$ cat config.mk
export PLATFORM = sky130hd
export DESIGN_NAME = stmc_core
export DESIGN_NICKNAME = d
export VERILOG_FILES = /design/src/core/stmc_pkg.sv /design/src/core/stmc_core.sv
export SDC_FILE = /design/constraint.sdc
export NUM_CORES = 1
export LEC_CHECK = 0
export BUFFER_PORTS_ARGS = -buffer_cell sky130_fd_sc_hd__buf_2
export CORE_ASPECT_RATIO = 2
export CORE_UTILIZATION = 30
export CTS_CLUSTER_SIZE = 14
export DETAILED_ROUTE_END_ITERATION = 8
export PLACE_DENSITY = 0.56
export SYNTH_ARGS = -nofsm -noshare
export SYNTH_HDL_FRONTEND = slang
export SYNTH_SLANG_ARGS = --single-unit
export TNS_END_PERCENT = 5
$ cat constraint.sdc
create_clock -name clk_sys -period 5.9 [get_ports clk_sys]
set_clock_uncertainty 0.1 [all_clocks]
set_input_delay 0.59 -clock clk_sys [delete_from_list [all_inputs] [get_ports clk_sys]]
set_output_delay 0.59 -clock clk_sys [all_outputs]
set_load 0.01 [all_outputs]
$ cat src/core/stmc_pkg.sv
package stmc_pkg;

	localparam logic [3:0] ADR_CTRL_A   = 4'h0;
	localparam logic [3:0] ADR_CTRL_B   = 4'h1;
	localparam logic [3:0] ADR_CNT_LO   = 4'h2;
	localparam logic [3:0] ADR_CNT_HI   = 4'h3;
	localparam logic [3:0] ADR_CMP_LO   = 4'h4;
	localparam logic [3:0] ADR_CMP_HI   = 4'h5;
	localparam logic [3:0] ADR_PERIOD   = 4'h6;
	localparam logic [3:0] ADR_STATUS   = 4'h7;

	localparam int POS_PAUSE = 7;
	localparam int POS_CKSEL = 4;
	localparam int POS_ON    = 3;

	localparam logic [7:0] RST_CTRL_A = 8'h00;
	localparam logic [7:0] RST_CTRL_B = 8'h00;
	localparam logic [7:0] RST_PERIOD = 8'h00;
	localparam logic [15:0] RST_CMP   = 16'h0000;
	localparam logic [7:0] CTRL_A_MASK = 8'hf8;

	localparam int DIV_SYS4  = 4;
	localparam int DIV_H16   = 16;
	localparam int DIV_H64   = 64;

	typedef enum logic [1:0] {
		STMC_MODE_CMP  = 2'b00,
		STMC_MODE_CAP  = 2'b01,
		STMC_MODE_PWM  = 2'b10,
		STMC_MODE_TMR  = 2'b11
	} stmc_mode_e;

	typedef struct packed {
		logic [1:0] mode;
		logic [1:0] func;
		logic       oc;
		logic       pol;
		logic       dpx;
		logic       cclr;
	} stmc_ctrl_b_s;

	typedef struct packed {
		logic cmp_a_match;
		logic cmp_p_match;
		logic captured;
	} stmc_evt_s;

endpackage

$ cat src/core/stmc_core.sv
`timescale 1ns/1ps
// How it works
// - 16-bit up-counter advances on each tick of the selected clock source.
// - Period match compares all 16 counter bits with 256 times the period byte minus one; compare value compares all 16 bits.
// - On bit rising edge zeroes counter; software cannot write the counter otherwise.
// - Counter clears on overflow or selected comparator match; a match clear raises an event, overflow none.
// - Pause bit freezes counter in place; clearing it resumes from held value.
// - Clock select: sys/4, sys, high/16, high/64, time base, pin rise, pin fall.
// - On bit low stops counting and keeps value; high enables counting.
// - Compare mode: on bit rising edge loads output with initial level.
// - Mode field: compare output, capture, PWM or single pulse, plain timer.
// - Compare mode match: keep, drive low, drive high, or toggle output.
// - PWM mode function: forced inactive, forced active, PWM, single pulse.
// - Capture mode function selects edge: rising, falling, both, disabled.
// - A match requesting the level already present changes nothing visible.
// - Output control bit: initial level in compare, active level in PWM.
// - Polarity bit inverts output pin; no effect in plain timer mode.
// - Swap bit in PWM mode 0: period byte sets period; 1: compare value sets period.
// - Clear select outside PWM mode 1 uses 16-bit match; 0 uses period match or overflow.
// - Counter readable as two read-only bytes, reset to zero.
// - Compare value held in two read/write bytes, reset to zero.
// - Period byte zero gives 65536 clocks; otherwise 256 times its value.
module stmc_core #(
	parameter int CNT_W = 16
) (
	input  wire logic        clk_sys,
	input  wire logic        sys_rst,
	input  wire logic        wb_cyc_i,
	input  wire logic        wb_stb_i,
	input  wire logic        wb_we_i,
	input  wire logic [3:0]  wb_adr_i,
	input  wire logic [7:0]  wb_dat_i,
	input  wire logic        wb_sel_i,
	output logic      [7:0]  wb_dat_o,
	output logic             wb_ack_o,
	input  wire logic        high_speed_clock_en,
	input  wire logic        time_base_clock_en,
	input  wire logic        external_clock_pin,
	input  wire logic        capture_input_pin,
	output logic             timer_out,
	output logic             timer_out_en,
	output logic             match_a_pulse,
	output logic             match_p_pulse,
	output logic             capture_pulse
);

	logic [7:0]          ctrl_a_r, ctrl_a_nxt;
	stmc_pkg::stmc_ctrl_b_s ctrl_b_r, ctrl_b_nxt;
	logic [15:0]         cmp_r, cmp_nxt;
	logic [7:0]          per_r, per_nxt;
	logic [15:0]         cnt_r, cnt_nxt;
	logic [15:0]         cap_r, cap_nxt;
	logic [2:0]          sts_r, sts_nxt;
	logic                ack_r, ack_nxt;
	logic [7:0]          rdat_r, rdat_nxt;
	logic [5:0]          div_r, div_nxt;
	logic                on_q_r, on_q_nxt;
	logic                ext_q_r, ext_q_nxt;
	logic                capin_q_r, capin_q_nxt;
	logic                lvl_r, lvl_nxt;
	logic                pulse_done_r, pulse_done_nxt;
	stmc_pkg::stmc_evt_s evt_r, evt_nxt;

	logic                on_bit, pause_bit, on_rise, tick, match_a, match_p, clr;
	logic                wr, rd_en, cap_edge;
	logic [2:0]          cksel;
	stmc_pkg::stmc_mode_e mode;
	logic [16:0]         per_top, duty_val;
	logic                pwm_act;

	function automatic logic [16:0] per_span(input logic [7:0] p);
		per_span = (p == 8'h00) ? 17'h10000 : {1'b0, p, 8'h00};
	endfunction

	assign on_bit    = ctrl_a_r[stmc_pkg::POS_ON];
	assign pause_bit = ctrl_a_r[stmc_pkg::POS_PAUSE];
	assign cksel     = ctrl_a_r[stmc_pkg::POS_CKSEL +: 3];
	assign mode      = stmc_pkg::stmc_mode_e'(ctrl_b_r.mode);
	assign on_rise   = on_bit && !on_q_r;
	assign wr        = wb_cyc_i && wb_stb_i && wb_we_i && wb_sel_i && !ack_r;
	assign rd_en     = wb_cyc_i && wb_stb_i && !ack_r;

	always_comb
	begin
		div_nxt = div_r + 6'h01;
		tick    = 1'b0;
		case (cksel)
			3'h0: tick = (div_r[1:0] == 2'(stmc_pkg::DIV_SYS4 - 1));
			3'h1: tick = 1'b1;
			3'h2: tick = high_speed_clock_en && (div_r[3:0] == 4'(stmc_pkg::DIV_H16 - 1));
			3'h3: tick = high_speed_clock_en && (div_r == 6'(stmc_pkg::DIV_H64 - 1));
			3'h4, 3'h5: tick = time_base_clock_en;
			3'h6: tick = external_clock_pin && !ext_q_r;
			3'h7: tick = !external_clock_pin && ext_q_r;
			default: tick = 1'b0;
		endcase
		// High clock dividers count only its enable pulses
		if ((cksel == 3'h2 || cksel == 3'h3) && !high_speed_clock_en)
			div_nxt = div_r;
		ext_q_nxt = external_clock_pin;
		capin_q_nxt = capture_input_pin;
		on_q_nxt = on_bit;
	end

	always_comb
	begin
		// Match on the last count so the period is exactly 256 x value ticks
		match_p = (per_r != 8'h00) && (cnt_r == ({per_r, 8'h00} - 16'h0001));
		match_a = (cnt_r == cmp_r);
		if (mode == stmc_pkg::STMC_MODE_PWM)
			clr = ctrl_b_r.dpx ? match_a : (match_p || (per_r == 8'h00 && &cnt_r));
		else if (ctrl_b_r.cclr)
			clr = match_a;
		else
			clr = match_p || (per_r == 8'h00 && &cnt_r);
		if (ctrl_b_r.dpx)
		begin
			per_top  = {1'b0, cmp_r} + 17'h1;
			duty_val = per_span(per_r);
		end
		else
		begin
			per_top  = per_span(per_r);
			duty_val = {1'b0, cmp_r};
		end
		pwm_act = ({1'b0, cnt_r} < duty_val);
		case (ctrl_b_r.func)
			2'b00: cap_edge = capture_input_pin && !capin_q_r;
			2'b01: cap_edge = !capture_input_pin && capin_q_r;
			2'b10: cap_edge = capture_input_pin != capin_q_r;
			default: cap_edge = 1'b0;
		endcase
		if (mode != stmc_pkg::STMC_MODE_CAP || !on_bit)
			cap_edge = 1'b0;
	end

	always_comb
	begin
		cnt_nxt = cnt_r;
		cap_nxt = cap_r;
		lvl_nxt = lvl_r;
		pulse_done_nxt = pulse_done_r;
		evt_nxt = '0;
		if (on_rise)
		begin
			cnt_nxt = 16'h0000;
			pulse_done_nxt = 1'b0;
			if (mode == stmc_pkg::STMC_MODE_CMP)
				lvl_nxt = ctrl_b_r.oc;
		end
		else if (on_bit && !pause_bit && tick)
		begin
			evt_nxt.cmp_a_match = match_a;
			evt_nxt.cmp_p_match = match_p && !(ctrl_b_r.cclr && mode != stmc_pkg::STMC_MODE_PWM);
			if (clr)
			begin
				cnt_nxt = 16'h0000;
				if (mode == stmc_pkg::STMC_MODE_PWM && ctrl_b_r.func == 2'b11)
					pulse_done_nxt = 1'b1;
			end
			else
				cnt_nxt = cnt_r + 16'h0001;
			if (mode == stmc_pkg::STMC_MODE_CMP && match_a)
			begin
				// Same level as present leaves pin untouched
				case (ctrl_b_r.func)
					2'b01: lvl_nxt = 1'b0;
					2'b10: lvl_nxt = 1'b1;
					2'b11: lvl_nxt = !lvl_r;
					default: lvl_nxt = lvl_r;
				endcase
			end
		end
		if (cap_edge)
		begin
			cap_nxt = cnt_r;
			evt_nxt.captured = 1'b1;
		end
	end

	always_comb
	begin
		timer_out = lvl_r;
		timer_out_en = 1'b1;
		case (mode)
			stmc_pkg::STMC_MODE_PWM:
				case (ctrl_b_r.func)
					2'b00: timer_out = !ctrl_b_r.oc;
					2'b01: timer_out = ctrl_b_r.oc;
					2'b10: timer_out = (pwm_act && on_bit) ? ctrl_b_r.oc : !ctrl_b_r.oc;
					default: timer_out = (on_bit && !pulse_done_r && pwm_act && per_top != 17'h0)
						? ctrl_b_r.oc : !ctrl_b_r.oc;
				endcase
			stmc_pkg::STMC_MODE_CAP: timer_out = 1'b0;
			default: timer_out = lvl_r;
		endcase
		if (mode == stmc_pkg::STMC_MODE_TMR)
		begin
			timer_out = 1'b0;
			timer_out_en = 1'b0;
		end
		else
			timer_out = timer_out ^ ctrl_b_r.pol;
	end

	assign match_a_pulse = evt_r.cmp_a_match;
	assign match_p_pulse = evt_r.cmp_p_match;
	assign capture_pulse = evt_r.captured;

	always_comb
	begin
		ctrl_a_nxt = ctrl_a_r;
		ctrl_b_nxt = ctrl_b_r;
		cmp_nxt = cmp_r;
		per_nxt = per_r;
		sts_nxt = sts_r | {evt_r.cmp_a_match, evt_r.cmp_p_match, evt_r.captured};
		ack_nxt = rd_en;
		rdat_nxt = rdat_r;
		if (wr)
		begin
			case (wb_adr_i)
				stmc_pkg::ADR_CTRL_A: ctrl_a_nxt = wb_dat_i & stmc_pkg::CTRL_A_MASK;
				stmc_pkg::ADR_CTRL_B: ctrl_b_nxt = wb_dat_i;
				stmc_pkg::ADR_CMP_LO: cmp_nxt[7:0] = wb_dat_i;
				stmc_pkg::ADR_CMP_HI: cmp_nxt[15:8] = wb_dat_i;
				stmc_pkg::ADR_PERIOD: per_nxt = wb_dat_i;
				// Write one to clear; a new event in the same cycle wins
				stmc_pkg::ADR_STATUS: sts_nxt = (sts_r & ~wb_dat_i[2:0])
					| {evt_r.cmp_a_match, evt_r.cmp_p_match, evt_r.captured};
				default: ;
			endcase
		end
		if (rd_en && !wb_we_i)
		begin
			case (wb_adr_i)
				stmc_pkg::ADR_CTRL_A: rdat_nxt = ctrl_a_r;
				stmc_pkg::ADR_CTRL_B: rdat_nxt = ctrl_b_r;
				stmc_pkg::ADR_CNT_LO: rdat_nxt = cnt_r[7:0];
				stmc_pkg::ADR_CNT_HI: rdat_nxt = cnt_r[15:8];
				stmc_pkg::ADR_CMP_LO: rdat_nxt = cmp_r[7:0];
				stmc_pkg::ADR_CMP_HI: rdat_nxt = cmp_r[15:8];
				stmc_pkg::ADR_PERIOD: rdat_nxt = per_r;
				stmc_pkg::ADR_STATUS: rdat_nxt = {5'h00, sts_r};
				4'h8: rdat_nxt = cap_r[7:0];
				4'h9: rdat_nxt = cap_r[15:8];
				default: rdat_nxt = 8'h00;
			endcase
		end
	end

	assign wb_ack_o = ack_r;
	assign wb_dat_o = rdat_r;

	always_ff @(posedge clk_sys)
	begin
		if (sys_rst)
		begin
			ctrl_a_r <= stmc_pkg::RST_CTRL_A;
			ctrl_b_r <= stmc_pkg::RST_CTRL_B;
			cmp_r <= stmc_pkg::RST_CMP;
			per_r <= stmc_pkg::RST_PERIOD;
			cnt_r <= 16'h0000;
			cap_r <= 16'h0000;
			sts_r <= 3'h0;
			ack_r <= 1'b0;
			rdat_r <= 8'h00;
			div_r <= 6'h00;
			on_q_r <= 1'b0;
			ext_q_r <= 1'b0;
			capin_q_r <= 1'b0;
			lvl_r <= 1'b0;
			pulse_done_r <= 1'b0;
			evt_r <= '0;
		end
		else
		begin
			ctrl_a_r <= ctrl_a_nxt;
			ctrl_b_r <= ctrl_b_nxt;
			cmp_r <= cmp_nxt;
			per_r <= per_nxt;
			cnt_r <= cnt_nxt;
			cap_r <= cap_nxt;
			sts_r <= sts_nxt;
			ack_r <= ack_nxt;
			rdat_r <= rdat_nxt;
			div_r <= div_nxt;
			on_q_r <= on_q_nxt;
			ext_q_r <= ext_q_nxt;
			capin_q_r <= capin_q_nxt;
			lvl_r <= lvl_nxt;
			pulse_done_r <= pulse_done_nxt;
			evt_r <= evt_nxt;
		end
	end

	a_on_rise_clear: assert property (@(posedge clk_sys) disable iff (sys_rst)
		on_rise |=> cnt_r == 16'h0000)
		else $error("counter not cleared on enable");
	a_pause_hold: assert property (@(posedge clk_sys) disable iff (sys_rst)
		(pause_bit && on_q_r && $past(pause_bit)) |-> $stable(cnt_r))
		else $error("counter moved while paused");
	a_off_hold: assert property (@(posedge clk_sys) disable iff (sys_rst)
		(!on_bit && !$past(on_bit)) |=> $stable(cnt_r))
		else $error("counter moved while off");
	a_count_step: assert property (@(posedge clk_sys) disable iff (sys_rst)
		(on_bit && on_q_r && !pause_bit && tick && !clr) |=> cnt_r == $past(cnt_r) + 16'h0001)
		else $error("counter did not step");
	a_clear_wrap: assert property (@(posedge clk_sys) disable iff (sys_rst)
		(on_bit && on_q_r && !pause_bit && tick && clr) |=> cnt_r == 16'h0000)
		else $error("counter not cleared on match");
	a_init_level: assert property (@(posedge clk_sys) disable iff (sys_rst)
		(on_rise && mode == stmc_pkg::STMC_MODE_CMP) |=> lvl_r == $past(ctrl_b_r.oc))
		else $error("initial level not loaded");
	a_timer_no_pin: assert property (@(posedge clk_sys) disable iff (sys_rst)
		mode == stmc_pkg::STMC_MODE_TMR |-> !timer_out_en && !timer_out)
		else $error("pin driven in timer mode");
	a_wb_ack_once: assert property (@(posedge clk_sys) disable iff (sys_rst)
		wb_ack_o |=> !wb_ack_o)
		else $error("ack held two cycles");
	a_period_match: assert property (@(posedge clk_sys) disable iff (sys_rst)
		match_p |-> cnt_r == ({per_r, 8'h00} - 16'h0001))
		else $error("period match at wrong count");

	// Compare output actions; on_q_r excludes the switch-on cycle
	a_cmp_toggle: assert property (@(posedge clk_sys) disable iff (sys_rst)
		(mode == stmc_pkg::STMC_MODE_CMP && on_bit && on_q_r && !pause_bit && tick && match_a
		&& ctrl_b_r.func == 2'b11) |=> lvl_r != $past(lvl_r))
		else $error("output did not toggle");
	a_cmp_high: assert property (@(posedge clk_sys) disable iff (sys_rst)
		(mode == stmc_pkg::STMC_MODE_CMP && on_bit && on_q_r && !pause_bit && tick && match_a
		&& ctrl_b_r.func == 2'b10) |=> lvl_r)
		else $error("output not driven high");
	a_cmp_low: assert property (@(posedge clk_sys) disable iff (sys_rst)
		(mode == stmc_pkg::STMC_MODE_CMP && on_bit && on_q_r && !pause_bit && tick && match_a
		&& ctrl_b_r.func == 2'b01) |=> !lvl_r)
		else $error("output not driven low");
	a_cmp_keep: assert property (@(posedge clk_sys) disable iff (sys_rst)
		(mode == stmc_pkg::STMC_MODE_CMP && on_bit && on_q_r && !pause_bit && tick && match_a
		&& ctrl_b_r.func == 2'b00) |=> $stable(lvl_r))
		else $error("output changed with no action");
	a_cmp_polarity: assert property (@(posedge clk_sys) disable iff (sys_rst)
		mode == stmc_pkg::STMC_MODE_CMP |-> timer_out == (lvl_r ^ ctrl_b_r.pol))
		else $error("polarity not applied");
	a_pwm_active: assert property (@(posedge clk_sys) disable iff (sys_rst)
		(mode == stmc_pkg::STMC_MODE_PWM && ctrl_b_r.func == 2'b01)
		|-> timer_out == (ctrl_b_r.oc ^ ctrl_b_r.pol))
		else $error("forced active level wrong");
	a_pwm_inactive: assert property (@(posedge clk_sys) disable iff (sys_rst)
		(mode == stmc_pkg::STMC_MODE_PWM && ctrl_b_r.func == 2'b00)
		|-> timer_out == (!ctrl_b_r.oc ^ ctrl_b_r.pol))
		else $error("forced inactive level wrong");
	a_pwm_wave: assert property (@(posedge clk_sys) disable iff (sys_rst)
		(mode == stmc_pkg::STMC_MODE_PWM && ctrl_b_r.func == 2'b10 && on_bit && cnt_r == 16'h0000
		&& duty_val != 17'h0) |-> timer_out == (ctrl_b_r.oc ^ ctrl_b_r.pol))
		else $error("pwm not active at period start");
	a_swap_clear: assert property (@(posedge clk_sys) disable iff (sys_rst)
		(mode == stmc_pkg::STMC_MODE_PWM && ctrl_b_r.dpx && on_bit && on_q_r && !pause_bit
		&& tick && match_a) |=> cnt_r == 16'h0000)
		else $error("swapped period did not clear");
	a_ovf_clear: assert property (@(posedge clk_sys) disable iff (sys_rst)
		(mode != stmc_pkg::STMC_MODE_PWM && !ctrl_b_r.cclr && per_r == 8'h00 && &cnt_r
		&& on_bit && on_q_r && !pause_bit && tick) |=> cnt_r == 16'h0000)
		else $error("overflow did not clear");
	a_cap_latch: assert property (@(posedge clk_sys) disable iff (sys_rst)
		cap_edge |=> cap_r == $past(cnt_r) && capture_pulse)
		else $error("capture not latched");
	a_cap_off: assert property (@(posedge clk_sys) disable iff (sys_rst)
		(mode == stmc_pkg::STMC_MODE_CAP && ctrl_b_r.func == 2'b11) |-> !cap_edge)
		else $error("capture while disabled");

	// Bus side: read data is the value at the request, presented one cycle later
	a_cnt_lo_read: assert property (@(posedge clk_sys) disable iff (sys_rst)
		(rd_en && !wb_we_i && wb_adr_i == stmc_pkg::ADR_CNT_LO) |=> wb_dat_o == $past(cnt_r[7:0]))
		else $error("counter low read wrong");
	a_cnt_hi_read: assert property (@(posedge clk_sys) disable iff (sys_rst)
		(rd_en && !wb_we_i && wb_adr_i == stmc_pkg::ADR_CNT_HI) |=> wb_dat_o == $past(cnt_r[15:8]))
		else $error("counter high read wrong");
	a_cmp_lo_write: assert property (@(posedge clk_sys) disable iff (sys_rst)
		(wr && wb_adr_i == stmc_pkg::ADR_CMP_LO) |=> cmp_r[7:0] == $past(wb_dat_i))
		else $error("compare low not written");
	a_cmp_hi_write: assert property (@(posedge clk_sys) disable iff (sys_rst)
		(wr && wb_adr_i == stmc_pkg::ADR_CMP_HI) |=> cmp_r[15:8] == $past(wb_dat_i))
		else $error("compare high not written");

endmodule // stmc_core

==> impl_metrics.py, run 1 <==
metrics = {
    "timing": {
        "rsz0062_at_grt": "false",
        "maxSlewHeadroom_pct": 32.4,
        "finalCritPeriodShare_pct": 81.4,
        "setup_slack_ns": 1.10,
        "clock.fmax_ghz": 0.208,
        "worst_pin_slew_ns": 1.01,
        "totalNegativeSetupSlack_ns": 0,
        "period_minus_slack_ns": 4.80,
        "hold_viol": 0,
        "slew_violations": 0,
        "setup_violations": 0,
    },
    "floorplanning": {
        "coreArea_mm2": 0.0189,
        "design.die.area_mm2": 0.0201,
        "fp.dieW_um": 101,
        "start_util_pct": 30.9,
        "die_h_um": 199,
        "ios": 36,
        "num_rows": 71,
    },
    "route": {
        "highest_layer": "met4",
        "viasPerCell": 5.35,
        "route.met3.wl_um": 626,
        "routed-wl-met2_um": 9770,
        "firstDrtPassIters": 5,
        "wire_per_inst_um": 19.4,
        "route.detailed.drc": 0,
        "vias": 5281,
        "wl_met1_um": 6770,
        "drt-initial-drc-count": 435,
        "wl_um": 19200,
        "ant_nets": 0,
    },
    "logic_synthesis": {
        "synth-seq-cells": 95,
        "avgSynthCellArea_um2": 7.98,
        "syn_area_mm2": 0.00585,
        "yosys-top-cells-area": "dfxtp_1, mux2i_1, nor2_1, xor2_1, ha_1",
        "synth.net_count": 780,
        "synth_edf_count": 0,
        "syn_inst": 733,
        "yosysTopAreaCell": "dfxtp_1",
        "synth-main-ff-cell": "dfxtp_1",
        "synth.distinct_cells": 64,
        "async_flop_share_pct": 0,
        "yosysTopAreaCellShare_pct": 32.5,
        "synth_warnings": 0,
        "synth_seq_area_share_pct": 32.5,
    },
    "worst_setup_path": {
        "cp_data_arrival_time_ns": 4.11,
        "crit_fanout": 11,
        "cp_top_family": "compound AO/OA/AOI/OAI gates",
        "end_kind": "primary output",
        "startpoint_type": "flip-flop",
        "worstPathCellList": "inv_1 -> ha_1 -> nand3_1 -> a31oi_1 -> ha_1 -> a21oi_1 -> a21oi_1 -> o21a_1 -> nor4_1 -> nor3_1 -> a311o_2 -> a311oi_2 -> mux2_1 -> buf_2",
        "required_ns": 5.21,
        "setup.worst_path.class": "reg -> out",
        "regToRegSetupSlack_ns": 2.98,
        "path_buf_inv": 2,
        "slowest_delay_ns": 0.43,
        "critPathSlowestCell": "nor4_1",
    },
    "clock_network": {
        "tritoncts.num_buffers": 9,
        "cts.clk_slew.worst_paths_ns": 0.07,
        "cts.htree.levels": 3,
        "cts.sinks": 95,
        "cts_tree": "yes",
        "cts-root-buf": "clkbuf_16",
        "clock_latency_ns": 0.37,
        "post-cts-setup-buffers": 0,
        "post_cts_resized": 0,
        "ctsHoldBuffers": 0,
        "clk_path_buf_depth": 2,
    },
    "global_routing": {
        "gr-total-overflow": 0,
        "antenna_found_initial": 0,
        "grtUsageTotal_pct": 20.1,
        "grt_pass1_wl_um": 29600,
        "grt_pass1_vias": 5141,
        "grt_max_degree": 78,
    },
    "layout": {
        "final_nets": 774,
        "finalNonFillerCells": 987,
        "antenna_cells": 0,
        "syn_to_final_growth_pct": 9.97,
        "layout-drive-gt1-share_pct": 9.29,
    },
    "placement": {
        "hpwl_um": 14400,
        "dp_slack_ns": 1.51,
        "gp_congestion": 0.957,
        "dp.cells": 971,
        "io_buffers": 35,
    },
    "power": {
        "peakVddDrop_mv": 0.141,
        "powerDensity_mw_per_mm2": 201,
        "power_leakage_uw": 0.00253,
    },
    "min_path": {
        "hold_path_class": "reg -> reg",
    },
    "run": {
        "cap_violations": 0,
    },
    "status": {
        "status": "complete, no violations",
    },
}
==> worst reg2reg max path, delay by kind of cell, from the launching register on <==
| family | cells | cell delay [ns] |
|---|---|---|
| AOI/OAI and AO/OA | 1 | 0.17 |
| DFF | 1 | 0.67 |
| and+or+nand+nor | 7 | 1.64 |
| buffers and inverters | 1 | 0.24 |
==> flip-flops by register name (all words and copies together), names as in the netlist, 2 cells and up <==
register,count
cnt_r,16
mode,2
wb_dat_o,8
per_r,8
ctrl_b_r,6
ctrl_a_r,5
sts_r,3
div_r,6
cmp_r,16
cap_r,16
==> synth_stat cells (6+ instances only) <==
library cell,n
a21oi_1,42
a22oi_1,11
and3_1,6
buf_1,7
buf_2,9
clkbuf_1,39
dfxtp_1,95
ha_1,25
inv_1,12
mux2i_1,59
nand2_1,55
nand2b_1,11
nand3_1,25
nand3b_1,7
nand4_1,15
nor2_1,123
nor2b_1,13
nor3_1,12
nor4_1,9
o21ai_0,32
xnor2_1,12
xor2_1,38
==> metrics by stage <==
| step | utilization [%] | hold WS (ns) | cell area [um2] | power, uW |
|---|---|---|---|---|
| 2_1_floorplan | - | 0.332 | 5850 | 703 |
| 3_3_place_gp | 32.5 | 0.339 | 6140 | 731 |
| 3_5_place_dp | 32.5 | 0.343 | 6140 | 731 |
| 4_1_cts | 34.0 | 0.353 | 6430 | 1310 |
| 5_1_grt | 34.0 | 0.379 | 6430 | 1340 |
| 6_report | 34.0 | 0.351 | 6430 | 1290 |
==> cell usage in the layout, fill, tap and decap left out, drive strengths merged, types with 11 or more instances in the layout <==
master,n
nand2b,11
xnor2,12
nor2b,13
nor2,124
nand3,25
nand2,55
inv,16
ha,25
mux2i,59
a22oi,11
dfxtp,95
xor2,38
nand4,15
nor3,14
buf,41
o21ai,34
a21oi,42
==> cells by family after synthesis <==
| family | after synthesis | share of synthesized area [%] |
|---|---|---|
| AND/OR/NAND/NOR | 302 | 24.9 |
| AO/OA/AOI/OAI | 128 | 13.7 |
| flip-flops | 95 | 32.5 |
| buffers and inverters | 70 | 4.96 |
| multiplexers | 63 | 11.1 |
| XOR/XNOR | 50 | 7.49 |
| adder cells (fa/ha/maj) | 25 | 5.35 |
==> routing by layer <==
layer	global-route usage, %	vias up
met5	0	-
met4	19.4	0
met3	2.27	76
met2	35.4	151
met1	20.0	2501
li1	-	2553
==> final cells by class <==
type / instances / area [um2]
clock buffer: 9 / 225
clock inverter: 7 / 63.8
fill: 2028 / 12500
inverter: 12 / 45.0
multi-input combinational: 568 / 3650
sequential: 95 / 1900
tap: 255 / 319
timing repair buffer: 41 / 220
==> worst paths after layout <==
| path | start | end | cells after the start |
|---|---|---|---|
| max | per_r[0] | timer_out | 14 |
| min | wb_dat_o[2] | wb_dat_o[2] | 2 |
| max reg2reg | cnt_r[5] | cnt_r[6] | 9 |
| min reg2reg | wb_dat_o[2] | wb_dat_o[2] | 2 |
==> where the power goes <==
part / switching [uW] / leakage [uW] / internal [uW]
combinational: 48.9 / 0.00162 / 19.1
sequential: 3.70 / 0.000766 / 644
clock: 283 / 0.000143 / 296
Note: power is estimated with default switching activity, not from simulation.
==> run 2, diff against run 1 <==
--- a/config.mk
+++ b/config.mk
@@ -10,7 +10,7 @@
 export CORE_UTILIZATION = 30
 export CTS_CLUSTER_SIZE = 14
 export DETAILED_ROUTE_END_ITERATION = 8
-export PLACE_DENSITY = 0.56
+export PLACE_DENSITY = 0.58
 export SYNTH_ARGS = -nofsm -noshare
 export SYNTH_HDL_FRONTEND = slang
 export SYNTH_SLANG_ARGS = --single-unit
==> constraint.sdc (replaced) <==
create_clock -name clk_sys -period 4.1 [get_ports clk_sys]
set_clock_uncertainty 0.1 [all_clocks]
set_input_delay 0.41 -clock clk_sys [delete_from_list [all_inputs] [get_ports clk_sys]]
set_output_delay 0.41 -clock clk_sys [all_outputs]
set_load 0.01 [all_outputs]
==> run 2 against run 1 <==
Register-to-register slack lost 1.7 ns; combinational power grew 45%; first-iteration DRC count shrank 31%; clock-buffer cell count is the same; non-clock buffer count grew 42; power grew 45%; final cell count grew 4.3%; critical path depth shrank 4; sequential power grew 44%; worst setup slack lost 0.94 ns; wire length grew 3.8%; sequential cell count is the same; critical path type unchanged; critical endpoint unchanged; largest cell class unchanged.
==> impl_metrics.py, run 2 (synthesized netlist as in run 1, its figures left out) <==
metrics = {
    "status": {
        "status": "complete, no violations",
    },
    "power": {
        "power.share.sequential_pct": 49.8,
        "sw_frac_of_total_pct": 26.2,
        "peakVddDrop_mv": 0.234,
        "power_frac_comb_pct": 5.3,
        "p_sw_uw": 490,
        "pwr-share-clk_pct": 45.0,
        "power_leakage_uw": 0.00277,
        "intPower_uw": 1380,
        "powerDensity_mw_per_mm2": 276,
    },
    "timing": {
        "totalNegativeSetupSlack_ns": 0,
        "setup_violations": 0,
        "slew_violations": 0,
        "finalCritPeriodShare_pct": 96.2,
        "worst_pin_slew_ns": 0.982,
        "maxSlewHeadroom_pct": 34.0,
        "hold_viol": 0,
        "rsz0062_at_grt": "false",
        "period_minus_slack_ns": 3.94,
        "clock.fmax_ghz": 0.253,
    },
    "clock_network": {
        "cts.sinks": 95,
        "clk_path_buf_depth": 2,
        "clock_latency_ns": 0.36,
        "cts.clk_slew.worst_paths_ns": 0.07,
        "cts_tree": "yes",
        "cts.htree.levels": 3,
        "ctsHoldBuffers": 0,
        "cts-root-buf": "clkbuf_16",
        "tritoncts.num_buffers": 9,
    },
    "floorplanning": {
        "coreArea_mm2": 0.0189,
        "fp.dieW_um": 101,
        "num_rows": 71,
        "ios": 36,
        "start_util_pct": 30.9,
        "die_h_um": 199,
        "design.die.area_mm2": 0.0201,
    },
    "layout": {
        "antenna_cells": 0,
        "finalNonFillerCells": 1029,
        "mostFrequentLayoutCell": "nor2_1",
        "top_regs": "cap_r x16, cmp_r x16, cnt_r x16",
        "multi_input_area_mm2": 0.00368,
        "final_area_mm2": 0.00678,
        "seq_area_mm2": 0.00191,
        "fillers": 2006,
        "syn_to_final_growth_pct": 15.9,
        "final_cell_mix": "nor2_1, dfxtp_1, mux2i_1",
        "layout-drive-gt1-share_pct": 15.1,
        "final_nets": 816,
    },
    "route": {
        "route.detailed.drc": 0,
        "vias": 5424,
        "viasPerCell": 5.27,
        "wire_per_inst_um": 19.3,
        "firstDrtPassIters": 5,
        "ant_nets": 0,
        "drt-initial-drc-count": 300,
        "wl_um": 19900,
    },
    "global_routing": {
        "gr-total-overflow": 0,
        "grt_pass1_wl_um": 30700,
        "grtUsageTotal_pct": 20.9,
        "antenna_found_initial": 0,
        "grt_max_degree": 77,
        "grt_pass1_vias": 5409,
    },
    "placement": {
        "gp_congestion": 0.985,
        "placed_area_mm2": 0.00645,
        "dp.cells": 1012,
        "io_buffers": 35,
        "hpwl_um": 15300,
    },
    "run": {
        "cap_violations": 0,
    },
    "worst_setup_path": {
        "crit_fanout": 8,
        "startpoint_type": "flip-flop",
        "required_ns": 3.59,
        "end_kind": "primary output",
        "setup.worst_path.class": "reg -> out",
        "cp_data_arrival_time_ns": 3.43,
    },
    "min_path": {
        "hold_path_class": "in -> reg",
    },
}
==> run 2: per-stage QoR <==
step                power, uW  utilization [%]  worst slack, ns  hold WS (ns)
floorplan                1010                -            0.269         0.332
global placement         1050             34.1            0.142         0.340
detailed placement       1050             34.1            0.123         0.348
CTS                      1890             35.8           0.0368         0.182
global route             1940             35.8           0.0340         0.213
finish                   1870             35.8            0.155         0.189
==> run 2: worst max-delay path, stage by stage, from the launching register on <==
cell and delay [ns]:
dfxtp_2 0.38, ha_1 0.27, or3_1 0.31, a21oi_1 0.15, o21ai_1 0.09, or4_1 0.40, or4b_1 0.59, nor3b_1 0.20
a311oi_2 0.20, mux2_1 0.34, buf_2 0.14
==> run 2: cell type report <==
cell class                      count  share of cell area [%]
Timing Repair Buffer               83                    7.90
Sequential cell                    95                    28.1
Multi-Input combinational cell    568                    54.3
Clock inverter                      7                   0.941
Tap cell                          255                    4.71
Inverter                           12                   0.665
Clock buffer                        9                    3.32
==> run 2: timing repair <==
action,CTS,global route
setup endpoints to repair,1,1
gates resized for setup,4,4
setup buffers,1,0
pin swaps,2,8
==> run 2: path summary, 6_finish.rpt <==
path	to	cells past startpoint	slack, ns	from
setup / recovery	timer_out	10	0.16	cmp_r[0]
setup reg to reg	cnt_r[5]	10	1.31	cnt_r[5]
hold reg to reg	wb_dat_o[2]	2	0.35	wb_dat_o[2]
hold / removal	ext_q_r	2	0.19	external_clock_pin
==> run 2: power groups by stage <==
stage	Clock, uW	Combinational [uW]	Sequential (uW)
3_5_place_dp	0	98.2	953
4_1_cts	862	98.7	931
2_1_floorplan	0	59.8	952
3_3_place_gp	0	98.3	953
6_report	842	98.5	931
5_1_grt	901	108	932
==> run 2: metal layers <==
layer	track usage, %	wire length (um)	share of wire (%)
met1	20.4	7000	35
met2	36.2	10100	51
met3	2.24	626	3.1
met4	22.7	2220	11
met5	0	0	0
